<file path="config.mk">
export PLATFORM = sky130hd
export DESIGN_NAME = usrsi_top
export DESIGN_NICKNAME = d
export VERILOG_FILES = /design/src/hw/usrsi_pkg.sv /design/src/hw/usrsi_top.sv
export SDC_FILE = /design/constraint.sdc
export NUM_CORES = 1
export LEC_CHECK = 0
export ABC_AREA = 1
export BUFFER_PORTS_ARGS = -buffer_cell sky130_fd_sc_hd__buf_2
export CORE_ASPECT_RATIO = 0.5
export CORE_MARGIN = 2
export CORE_UTILIZATION = 60
export CTS_CLUSTER_SIZE = 20
export DETAILED_ROUTE_END_ITERATION = 10
export GPL_TIMING_DRIVEN = 0
export PLACE_DENSITY = 0.82
export SYNTH_ARGS = -nofsm -noshare
export SYNTH_HDL_FRONTEND = slang
export SYNTH_SLANG_ARGS = --single-unit
</file>
<file path="constraint.sdc">
create_clock -name clk_i -period 4.67 [get_ports clk_i]
set_input_delay 1.1675 -clock clk_i [delete_from_list [all_inputs] [get_ports clk_i]]
set_output_delay 1.1675 -clock clk_i [all_outputs]
set_load 0.05 [all_outputs]
</file>
<file path="src/hw/usrsi_pkg.sv">
// Package with register map, field layout and timing constants for the resume/suspend/mask block
package usrsi_pkg;

  // ***********************************************************
  // Register offsets (byte addresses)
  // ***********************************************************
  localparam logic [7:0] OFF_CTRL     = 8'h00;
  localparam logic [7:0] OFF_STATUS   = 8'h04;
  localparam logic [7:0] OFF_CMASK_EN = 8'h08;
  localparam logic [7:0] OFF_CMASK_DS = 8'h0c;
  localparam logic [7:0] OFF_CMASK    = 8'h10;
  localparam logic [7:0] OFF_CSTAT    = 8'h14;
  localparam logic [7:0] OFF_EMASK_EN = 8'h18;
  localparam logic [7:0] OFF_EMASK_DS = 8'h1c;
  localparam logic [7:0] OFF_EMASK    = 8'h20;
  localparam logic [7:0] OFF_ESTAT    = 8'h24;
  localparam logic [7:0] OFF_GMASK_EN = 8'h28;
  localparam logic [7:0] OFF_GMASK_DS = 8'h2c;
  localparam logic [7:0] OFF_GSTAT    = 8'h30;

  // ***********************************************************
  // Control register fields
  // ***********************************************************
  localparam int CTRL_HOST_BIT    = 0;
  localparam int CTRL_RESUME_BIT  = 1;
  localparam int CTRL_SUSPEND_BIT = 2;

  // Status register fields
  localparam int ST_SUSP_BIT      = 0;
  localparam int ST_RESUME_BIT    = 1;
  localparam int ST_SPEED_LSB     = 2;
  localparam int ST_TAIL_BIT      = 4;

  // Speed codes
  localparam logic [1:0] SPEED_LOW_CODE     = 2'h1;
  localparam logic [1:0] SPEED_FULL_CODE    = 2'h2;
  localparam logic [1:0] speed_unknown_code = 2'h0;

  // ***********************************************************
  // Control interrupt sources
  // ***********************************************************
  localparam int CTL_W           = 12;
  localparam int CI_VBUS_ERR     = 0;
  localparam int CI_SESSION      = 1;
  localparam int CI_SESSION_END  = 2;
  localparam int CI_DISCONNECT   = 3;
  localparam int CI_CONNECT      = 4;
  localparam int CI_SOF          = 5;
  localparam int CI_BABBLE       = 6;
  localparam int CI_RESET        = 7;
  localparam int CI_RESUME       = 8;
  localparam int CI_SUSPEND      = 9;
  localparam int CI_MODE_DETECT  = 10;
  localparam int CI_POWER_FAULT  = 11;

  // Legacy grouped mask fields
  localparam int GRP_EPS          = 4;
  localparam int GRP_HOST_IN_LSB  = 0;
  localparam int GRP_HOST_OUT_LSB = 4;
  localparam int GRP_DEV_IN_LSB   = 8;
  localparam int GRP_DEV_OUT_LSB  = 12;
  localparam int GRP_STATUS_BIT   = 16;
  localparam int GRP_ALL_BIT      = 31;

  // Reset values
  localparam logic [31:0] CTRL_RST = 32'h0000_0000;

  // ***********************************************************
  // Timing
  // ***********************************************************
  localparam int CLK_HZ            = 10_000_000;
  localparam int TAIL_US           = 1000;
  localparam int TAIL_CYC          = (TAIL_US * (CLK_HZ / 1_000_000));
  localparam int HOST_RESUME_MS    = 20;
  localparam int DEV_RESUME_MIN_MS = 10;
  localparam int DEV_RESUME_MAX_MS = 15;

endpackage

</file>
<file path="src/hw/usrsi_top.sv">
// Resume, suspend, speed report and interrupt masks of a dual-role USB controller
// Overview of operation
// - In host mode a set resume request drives resume signaling; software holds it at least 20 ms.
// - In device mode a set resume request leaves suspend and signals resume; software clears it after 10 to 15 ms.
// - In host mode clearing the resume request lets the block finish the resume sequence on the bus.
// - In host mode the block reports low speed, full speed or an unknown-speed code.
// - In host mode a suspend command puts the bus into suspend; software issues it only as host.
// - The legacy mask groups sources into IN endpoints, OUT endpoints and status, with an all-sources selector.
// - The legacy mask reaches endpoints 0 to 3 only; higher endpoints use the separate masks.
// - A control mask, separate from the endpoint mask, enables each control source on its own.
// - An endpoint mask holds per-endpoint bits for host and device without touching the control mask.
// - Disabled sources stop raising the interrupt while enabled ones still do.
// - Control sources are VBUS error, session start/end, disconnect, connect, SOF, babble, reset, resume, suspend, mode detect, power fault.
// - Reading the control or legacy status clears each pending control source that has no new event in the same cycle.
`timescale 1ns/1ps

module usrsi_top #(
  parameter int EP_N     = 16,
  parameter int TAIL_LEN = usrsi_pkg::TAIL_CYC
) (
  input  wire logic                        clk_i,
  input  wire logic                        rst_i,
  input  wire logic                        wb_cyc_i,
  input  wire logic                        wb_stb_i,
  input  wire logic                        wb_we_i,
  input  wire logic [7:0]                  wb_adr_i,
  input  wire logic [3:0]                  wb_sel_i,
  input  wire logic [31:0]                 wb_dat_i,
  output logic      [31:0]                 wb_dat_o,
  output logic                             wb_ack_o,
  input  wire logic [usrsi_pkg::CTL_W-1:0] ctl_evt_i,
  input  wire logic [2*EP_N-1:0]           ep_evt_i,
  input  wire logic                        dev_low_speed_i,
  input  wire logic                        dev_full_speed_i,
  output logic                             resume_drive_o,
  output logic                             bus_suspend_o,
  output logic                             irq_o
);
  import usrsi_pkg::*;

  // ***********************************************************
  // Bus decode
  // ***********************************************************
  logic        acc;
  logic        wr;
  logic        rd;
  logic [31:0] wmask;
  logic [31:0] ctrl_r;
  logic [CTL_W-1:0] cmask_r;
  logic [CTL_W-1:0] cstat_r;
  logic [2*EP_N-1:0] emask_r;
  logic [2*EP_N-1:0] estat_r;
  logic [1:0]  speed_r;
  logic [2:0]  lspd_s1_r;
  logic [2:0]  lspd_s2_r;
  logic [CTL_W-1:0] cev_s1_r;
  logic [CTL_W-1:0] cev_s2_r;
  logic [2*EP_N-1:0] eev_s1_r;
  logic [2*EP_N-1:0] eev_s2_r;
  logic [31:0] rdata;
  logic [31:0] tail_cnt_r;
  logic        tail_r;
  logic        resume_q_r;
  logic [2*EP_N-1:0] gsel;
  logic [31:0] gstat;

  // One-cycle acknowledge; ack drop breaks a back-to-back repeat
  assign acc = wb_cyc_i && wb_stb_i && !wb_ack_o;
  assign wr  = acc && wb_we_i;
  assign rd  = acc && !wb_we_i;

  // Byte-lane mask from sel
  always_comb begin
    wmask = {{8{wb_sel_i[3]}}, {8{wb_sel_i[2]}}, {8{wb_sel_i[1]}}, {8{wb_sel_i[0]}}};
  end

  always_ff @(posedge clk_i) begin
    if (rst_i) begin
      wb_ack_o <= 1'b0;
    end else begin
      wb_ack_o <= acc;
    end
  end

  // ***********************************************************
  // Input synchronisers
  // ***********************************************************
  // Speed pins and events come from the USB side, two stages each
  always_ff @(posedge clk_i) begin
    if (rst_i) begin
      lspd_s1_r <= 3'h0;
      lspd_s2_r <= 3'h0;
      cev_s1_r  <= '0;
      cev_s2_r  <= '0;
      eev_s1_r  <= '0;
      eev_s2_r  <= '0;
    end else begin
      lspd_s1_r <= {1'b0, dev_full_speed_i, dev_low_speed_i};
      lspd_s2_r <= lspd_s1_r;
      cev_s1_r  <= ctl_evt_i;
      cev_s2_r  <= cev_s1_r;
      eev_s1_r  <= ep_evt_i;
      eev_s2_r  <= eev_s1_r;
    end
  end

  // ***********************************************************
  // Control register
  // ***********************************************************
  // Mode, resume request, suspend command
  always_ff @(posedge clk_i) begin
    if (rst_i) begin
      ctrl_r <= CTRL_RST;
    end else if (wr && wb_adr_i == OFF_CTRL) begin
      ctrl_r <= ((ctrl_r & ~wmask) | (wb_dat_i & wmask)) & 32'h0000_0007;
    end
  end

  // ***********************************************************
  // Resume and suspend signaling
  // ***********************************************************
  // Resume drives while requested, in either role
  always_ff @(posedge clk_i) begin
    if (rst_i) begin
      resume_q_r <= 1'b0;
    end else begin
      resume_q_r <= ctrl_r[CTRL_RESUME_BIT];
    end
  end

  // Host completion tail after the request drops; timing of the request itself is software's duty
  always_ff @(posedge clk_i) begin
    if (rst_i) begin
      tail_cnt_r <= 32'h0;
      tail_r     <= 1'b0;
    end else if (ctrl_r[CTRL_RESUME_BIT]) begin
      tail_cnt_r <= 32'h0;
      tail_r     <= 1'b0;
    end else if (resume_q_r && ctrl_r[CTRL_HOST_BIT]) begin
      tail_cnt_r <= TAIL_LEN[31:0];
      tail_r     <= 1'b1;
    end else if (tail_cnt_r > 32'h1) begin
      tail_cnt_r <= tail_cnt_r - 32'h1;
    end else begin
      tail_cnt_r <= 32'h0;
      tail_r     <= 1'b0;
    end
  end

  // Outputs registered; a resume request, its bridge cycle or the host tail also forces suspend low
  // Delayed request bridges the one cycle before the host tail starts, so the drive never gaps
  always_ff @(posedge clk_i) begin
    if (rst_i) begin
      resume_drive_o <= 1'b0;
      bus_suspend_o  <= 1'b0;
    end else begin
      resume_drive_o <= ctrl_r[CTRL_RESUME_BIT] || tail_r
                        || (resume_q_r && ctrl_r[CTRL_HOST_BIT]);
      bus_suspend_o  <= ctrl_r[CTRL_HOST_BIT] && ctrl_r[CTRL_SUSPEND_BIT] && !ctrl_r[CTRL_RESUME_BIT]
                        && !tail_r && !resume_q_r;
    end
  end

  // ***********************************************************
  // Speed report
  // ***********************************************************
  // Only meaningful as host; otherwise unknown
  always_ff @(posedge clk_i) begin
    if (rst_i) begin
      speed_r <= speed_unknown_code;
    end else if (!ctrl_r[CTRL_HOST_BIT]) begin
      speed_r <= speed_unknown_code;
    end else if (lspd_s2_r[1]) begin
      speed_r <= SPEED_FULL_CODE;
    end else if (lspd_s2_r[0]) begin
      speed_r <= SPEED_LOW_CODE;
    end else begin
      speed_r <= speed_unknown_code;
    end
  end

  // ***********************************************************
  // Interrupt masks
  // ***********************************************************
  // Legacy group selection mapped onto endpoints 0..3 only
  always_comb begin
    gsel = '0;
    for (int i = 0; i < GRP_EPS; i++) begin
      gsel[i]        = wb_dat_i[GRP_HOST_IN_LSB + i] || wb_dat_i[GRP_DEV_IN_LSB + i]
                       || wb_dat_i[GRP_ALL_BIT];
      gsel[EP_N + i] = wb_dat_i[GRP_HOST_OUT_LSB + i] || wb_dat_i[GRP_DEV_OUT_LSB + i]
                       || wb_dat_i[GRP_ALL_BIT];
    end
  end

  // Control mask: enable/disable strobes change only selected bits; legacy status or all-sources writes set or clear every bit
  always_ff @(posedge clk_i) begin
    if (rst_i) begin
      cmask_r <= '0;
    end else if (wr && wb_adr_i == OFF_CMASK_EN) begin
      cmask_r <= cmask_r | wb_dat_i[CTL_W-1:0];
    end else if (wr && wb_adr_i == OFF_CMASK_DS) begin
      cmask_r <= cmask_r & ~wb_dat_i[CTL_W-1:0];
    end else if (wr && wb_adr_i == OFF_GMASK_EN && (wb_dat_i[GRP_STATUS_BIT] || wb_dat_i[GRP_ALL_BIT])) begin
      cmask_r <= '1;
    end else if (wr && wb_adr_i == OFF_GMASK_DS && (wb_dat_i[GRP_STATUS_BIT] || wb_dat_i[GRP_ALL_BIT])) begin
      cmask_r <= '0;
    end
  end

  // Endpoint mask: IN in low half, OUT in high half
  always_ff @(posedge clk_i) begin
    if (rst_i) begin
      emask_r <= '0;
    end else if (wr && wb_adr_i == OFF_EMASK_EN) begin
      emask_r <= emask_r | wb_dat_i[2*EP_N-1:0];
    end else if (wr && wb_adr_i == OFF_EMASK_DS) begin
      emask_r <= emask_r & ~wb_dat_i[2*EP_N-1:0];
    end else if (wr && wb_adr_i == OFF_GMASK_EN) begin
      emask_r <= emask_r | gsel;
    end else if (wr && wb_adr_i == OFF_GMASK_DS) begin
      emask_r <= emask_r & ~gsel;
    end
  end

  // ***********************************************************
  // Sticky status
  // ***********************************************************
  // Events win over the clear-on-read in the same cycle
  always_ff @(posedge clk_i) begin
    if (rst_i) begin
      cstat_r <= '0;
    end else if (rd && (wb_adr_i == OFF_CSTAT || wb_adr_i == OFF_GSTAT)) begin
      cstat_r <= cev_s2_r;
    end else begin
      cstat_r <= cstat_r | cev_s2_r;
    end
  end

  // Endpoint status: cleared by writing one, set wins
  always_ff @(posedge clk_i) begin
    if (rst_i) begin
      estat_r <= '0;
    end else if (wr && wb_adr_i == OFF_ESTAT) begin
      estat_r <= (estat_r & ~wb_dat_i[2*EP_N-1:0]) | eev_s2_r;
    end else begin
      estat_r <= estat_r | eev_s2_r;
    end
  end

  // Legacy status view of endpoints 0..3 and the status group
  always_comb begin
    gstat = 32'h0;
    for (int i = 0; i < GRP_EPS; i++) begin
      gstat[GRP_HOST_IN_LSB + i]  = estat_r[i] && ctrl_r[CTRL_HOST_BIT];
      gstat[GRP_DEV_IN_LSB + i]   = estat_r[i] && !ctrl_r[CTRL_HOST_BIT];
      gstat[GRP_HOST_OUT_LSB + i] = estat_r[EP_N + i] && ctrl_r[CTRL_HOST_BIT];
      gstat[GRP_DEV_OUT_LSB + i]  = estat_r[EP_N + i] && !ctrl_r[CTRL_HOST_BIT];
    end
    gstat[GRP_STATUS_BIT] = |cstat_r;
  end

  // Level interrupt from unmasked sticky bits only
  always_ff @(posedge clk_i) begin
    if (rst_i) begin
      irq_o <= 1'b0;
    end else begin
      irq_o <= |(cstat_r & cmask_r) || |(estat_r & emask_r);
    end
  end

  // ***********************************************************
  // Read data
  // ***********************************************************
  always_comb begin
    rdata = 32'h0;
    case (wb_adr_i)
      OFF_CTRL:   rdata = ctrl_r;
      OFF_STATUS: begin
        rdata[ST_SUSP_BIT]                 = bus_suspend_o;
        rdata[ST_RESUME_BIT]               = resume_drive_o;
        rdata[ST_SPEED_LSB +: 2]           = speed_r;
        rdata[ST_TAIL_BIT]                 = tail_r;
      end
      OFF_CMASK:  rdata[CTL_W-1:0]   = cmask_r;
      OFF_CSTAT:  rdata[CTL_W-1:0]   = cstat_r;
      OFF_EMASK:  rdata[2*EP_N-1:0]  = emask_r;
      OFF_ESTAT:  rdata[2*EP_N-1:0]  = estat_r;
      OFF_GSTAT:  rdata              = gstat;
      default:    rdata = 32'h0;
    endcase
  end

  always_ff @(posedge clk_i) begin
    if (rst_i) begin
      wb_dat_o <= 32'h0;
    end else if (rd) begin
      wb_dat_o <= rdata;
    end
  end

endmodule
</file>
* Word-level counts from Yosys, hierarchy flattened
Index checks and enable logic that the tools add are counted.
** Storage, ports and cells
- Bits of input ports :: 95
- Word-level logic and storage cells :: 150
- Register bits after elaboration :: 255
** Operators by class
- Add/sub/neg operators :: 1
- Reduce and logical (&&, ||, !) cells :: 73
- Order comparisons :: 1
- Bitwise gates (word level) :: 21
- Eq/ne operators :: 13
- Muxes and demuxes :: 19
** Operators by type and width (count)
- $mux 32 :: 5
- $and 32x32->32 :: 4
- $or 32x32->32 :: 3
- $mux 12 :: 5
- $pmux 20 s3 :: 1
- $eq 8x6->1 const B :: 5
- $logic_and 1x1->1 :: 36
- $pmux 5 s7 :: 1
- $pmux 7 s5 :: 1
- $eq 8x5->1 const B :: 4
- $gt 32x1->1 const B :: 1
- $not 20->32 :: 1
- $not 32->32 :: 1
- $or 32x20->32 :: 1
- $reduce_or 32->1 :: 1
- $sub 32x1->32 const B :: 1
- $mux 14 :: 2
- $and 12x12->12 :: 2
- $or 12x12->12 :: 2
- $reduce_or 12->1 :: 2
- $logic_or 1x1->1 :: 21
- $eq 8x4->1 const B :: 2
- $not 12->12 :: 1
- $eq 8x3->1 const B :: 1
- 13 further kinds :: 24

* Longest topological paths before layout
- Depth in word-level cells :: 9
- Depth in mapped cells :: 11
- Gate-level depth less buffers :: 9

* Least setup slack after synthesis
No wires, ideal clock.
- Kind :: input to register
- Start :: input wb_adr_i[7]
- End :: register cstat_r[10]
- Data required time :: 4542 ps
- Path slack :: 2425 ps
- Setup time :: 128 ps
- Arrival time :: 2117 ps
- Stages :: 7
- Path buffers :: 1
- Path through :: nor2_2 -> nand3_2 -> nor2_1 -> o21ai_2 -> buf_6 -> a21oi_1 -> nor2_1
** On the way
- Cells in the longest elaborated chain, start to end :: 4
- Elaborated cells on any way between the ends :: 5
- Those cells by class :: eq/ne: 2; mux: 1; reduce/logical: 2
** Ends and longest elaborated chain
- start, declared :: RTL line usrsi_top.sv:26 : input wire logic [7:0] wb_adr_i,
- $eq 8x5->1 or $eq 8x6->1 (tied branches) :: RTL line usrsi_top.sv:233 : end else if (rd && (wb_adr_i == OFF_CSTAT || wb_adr_i == OFF_GSTAT)) begin
- $logic_or 1x1->1 * :: RTL line usrsi_top.sv:233
- $logic_and 1x1->1 * :: RTL line usrsi_top.sv:233
- $mux 12 * :: RTL line usrsi_top.sv:233
- end signal, assigned :: RTL line usrsi_top.sv:234 : cstat_r <= cev_s2_r;
- end signal, assigned :: RTL line usrsi_top.sv:236 : cstat_r <= cstat_r | cev_s2_r;
- end, declared :: RTL line usrsi_top.sv:50 : logic [CTL_W-1:0] cstat_r;
Every way passes the cells marked *; elsewhere a longest branch is shown, timed or not.
A chain may end at the register's enable or synchronous reset.

* Final worst setup path
- Start :: register resume_drive_o
- End :: output resume_drive_o
** RTL lines
- start, declared :: RTL line usrsi_top.sv:35 : output logic resume_drive_o,
- start signal, assigned :: RTL line usrsi_top.sv:157 : resume_drive_o <= ctrl_r[CTRL_RESUME_BIT] || tail_r
No word-level cell between the ends.

==> impl_results.md <==
- Vias after detailed routing: 10900
- CORE AREA: 17700 µm²
- Chip width: 196 µm
- Final HPWL from detailed placement: 25.2 mm
- Count of input and output buffers: 126
- DP Cell Count: 1932
- Syn_area_per_cell: 7.01 µm²
- Switch share: 31.8%
- Reg clk slew, reported paths: 0.07 ns
- Static Leakage: 6.07 nW
- Post-Syn Area: 11000 µm²
- Sink Count: 255
- Main combinational cell family by area after synthesis: simple AND/OR/NAND/NOR gates
- Worst Hold Depth: 2
- Slowest Stage Delay on Critical Path: 0.40 ns
- Post-synthesis simple-gate area fraction: 29.7%
- Hold Crit Class: reg2reg
- Tot GR Track Use: 35.6%
- Hold Buf Count CTS: 0
- N_diodes: 0
- Row Count: 34
- Die area: 19500 µm²
- Vias in the first global route: 10300
- Largest net degree at the start of global routing: 19
- MaxCap Viol Count: 0
- Register area share after synthesis: 46.3%
- Pwr dens: 478 nW/µm²
- CTS tree: built
- Critical Path Start Type: flop
- Crit path max-delay family: flip-flops
- Worst path bufs/invs: 1
- VDD IR max: 610 µV
- 1st-iter DRT viols: 1159
- Slew headroom: 44.6%
- Reg-to-Reg Start: wb_ack_o$_SDFF_PP0_
- Synth cell types: 39
- Initial antenna violation count: 0
- Fin util: 72.3%
- Internal power: 4.17 mW
- R2R Path End: wb_dat_o[1]$_SDFFE_PP0P_
- TritonRoute pass-1 iters: 6
- Final Max Tran Viols: 0
- # setup viols final: 0
- Worst path required time: 3.50 ns
- Area leader, netlist: dfxtp_1
- Crit Path Max Fanout: 2
- Final min period: 2.38 ns
- Final Skew: 0.0108 ns
- Remaining DRCs: 0
- Synth Area in Adders: 0.227%
- Top cells by area, synth: dfxtp_1 (46%), nand2_1 (11%), nor2_1 (9.4%), inv_1 (7.3%), a21oi_1 (5.9%)
- Net Sw Power: 1.95 mW
- Hold Startpoint: eev_s1_r[1]$_SDFF_PP0_
- Setup TNS: 0 ns
- Reg power frac: 38.9%
- Clock tree buffer depth: 3
- Non-filler cells in the finished layout: 1971
- Synth top area share: 46.3%
- Setup Crit Path Kind: reg2out
- Unrepaired setup endpoints after global routing: no
- WL/cell: 17.5 µm
- Crit-path cells: buf_2
- Hold Vio Cnt, Final: 0
- Die H: 99.9 µm
- Total power: 6.11 mW
- CTS Buf Count: 22
- Syn nets: 1669
- Flip-flop and latch count after synthesis: 255
- Initial core utilization: 62.3%
- Measured slew at the worst slew-check pin: 0.831 ns
- Warnings from Yosys: 0
- First-pass GRT wire length: 54.2 mm
- Final WL: 34.6 mm
- Clk root buf: clkbuf_16
- Status: finished clean
- Worst reg2reg setup slack: 2.79 ns
- Routability cong.: 0.975
- Area Growth Syn to Fin: 16.0%
- Postcts setup bufs: 0
- Layout Nets: 1819
- Remaining antenna violation count after routing: 0
- Vias/cell: 5.53
- Post-cts repair resize count: 0
- Worst Setup End Kind: output pin
- IO Pins: 131
- Reg2reg path depth: 5
- Final Cycle Share: 50.9%
- Remaining Overflow, GRT: 0
- Htree depth: 1
- CP arrival: 1.21 ns
- Area share of xor/xnor cells in the synthesized design: 1.11%
- Fmax: 421 MHz
- Mapped Cells: 1572
- Critical path's slowest cell: dfxtp_1
- Mux contribution to synthesized area: 0%
- Combinational share of power: 26.9%
- Clock power frac: 34.2%
- Clk Latency, worst-skew pair: 0.52 ns
- Fraction of layout cells with a size suffix above 1: 14.9%
- Synth Area in Compound Gates: 12.0%
- WHS Endpoint: eev_s2_r[1]$_SDFF_PP0_
[cell families after synthesis]
| family | Yosys count |
|---|---|
| AOI/OAI and AO/OA | 254 |
| adders and majority gates | 2 |
| buffers and inverters | 286 |
| xor gates and xnor gates | 14 |
| DFF | 255 |
| and+or+nand+nor | 761 |
[final cells by class]
type | instances | area [µm²]
inverters | 224 | 842
well taps | 234 | 293
fillers | 1437 | 4910
flip-flops and latches | 255 | 5100
clock inverters | 12 | 221
clock buffers | 27 | 619
plain buffers | 62 | 334
multi-input cells | 1031 | 4750
repair buffers | 126 | 631
[Yosys cell counts, drive strengths merged]
cell,n
clkinv,2
dfxtp,255
nand3b,1
o21ai,103
a31oi,1
a21o,1
or2,10
buf,35
o22ai,11
inv,222
nor3,4
xnor2,6
nor2,293
nor3b,1
nor4,1
clkbuf,27
nand4,29
nand2,329
xor2,8
nand3,93
ha,2
a21oi,138
[tightest hold or removal path, stage by stage (launching register included)]
cell and delay [ns]:
dfxtp_1 0.30, inv_1 0.04, nor2_1 0.03
[cells in the final DEF, fill, tap and decap left out, types with 7 or more instances in the layout]
cell type	netlist	final
a21oi_1	130	130
a21oi_2	8	8
buf_2	21	147
buf_6	7	7
clkbuf_1	27	27
clkbuf_16	0	22
dfxtp_1	255	255
inv_1	215	215
inv_2	7	7
nand2_1	323	323
nand3_1	85	85
nand4_1	28	28
nor2_1	277	277
nor2_2	7	7
nor2_4	9	9
o21ai_0	46	46
o21ai_1	55	55
o22ai_1	11	11
or2_2	9	9
xor2_1	8	8
[layer usage]
metal,global-route usage (%),wire length [µm],up-vias
li1,-,-,5212
met1,49.0,14800,5029
met2,56.4,14800,566
met3,8.33,3880,94
met4,10.8,1070,0
met5,0,0,-
[stage by stage]
stage / setup slack [ns] / hold WS (ns) / area, µm²
floorplan: 2.43 / 0.388 / 11000
global placement: 1.97 / 0.393 / 12000
detailed placement: 1.95 / 0.392 / 12000
CTS: 2.31 / 0.402 / 12800
global route: 2.27 / 0.423 / 12800
finish: 2.29 / 0.402 / 12800
[registers in the layout (all words and copies together) (netlist names), 24 cells and up, named ones only]
name / cells
estat_r: 32
eev_s1_r: 32
wb_dat_o: 32
emask_r: 24
tail_cnt_r: 32
eev_s2_r: 32
[worst max path at each step]
stage / start / endpoint / slack (ns) / depth (start not counted)
CTS: resume_drive_o$_SDFF_PP0_ / resume_drive_o / 2.31 / 1
global placement: wb_adr_i[7] / cstat_r[5]$_SDFF_PP0_ / 1.97 / 8
global route: resume_drive_o$_SDFF_PP0_ / resume_drive_o / 2.27 / 1
detailed placement: wb_adr_i[7] / cstat_r[5]$_SDFF_PP0_ / 1.95 / 8
floorplan: wb_adr_i[7] / cstat_r[10]$_SDFF_PP0_ / 2.43 / 7
finish: resume_drive_o$_SDFF_PP0_ / resume_drive_o / 2.29 / 1
[power groups by stage]
| stage | clock (mW) | combinational (mW) | sequential (mW) |
|---|---|---|---|
| floorplan | 0 | 1.22 | 2.41 |
| global placement | 0 | 1.57 | 2.42 |
| detailed placement | 0 | 1.62 | 2.42 |
| CTS | 2.10 | 1.64 | 2.37 |
| global route | 2.19 | 1.88 | 2.38 |
| finish | 2.09 | 1.65 | 2.38 |
(Power assumes the default switching activity.)
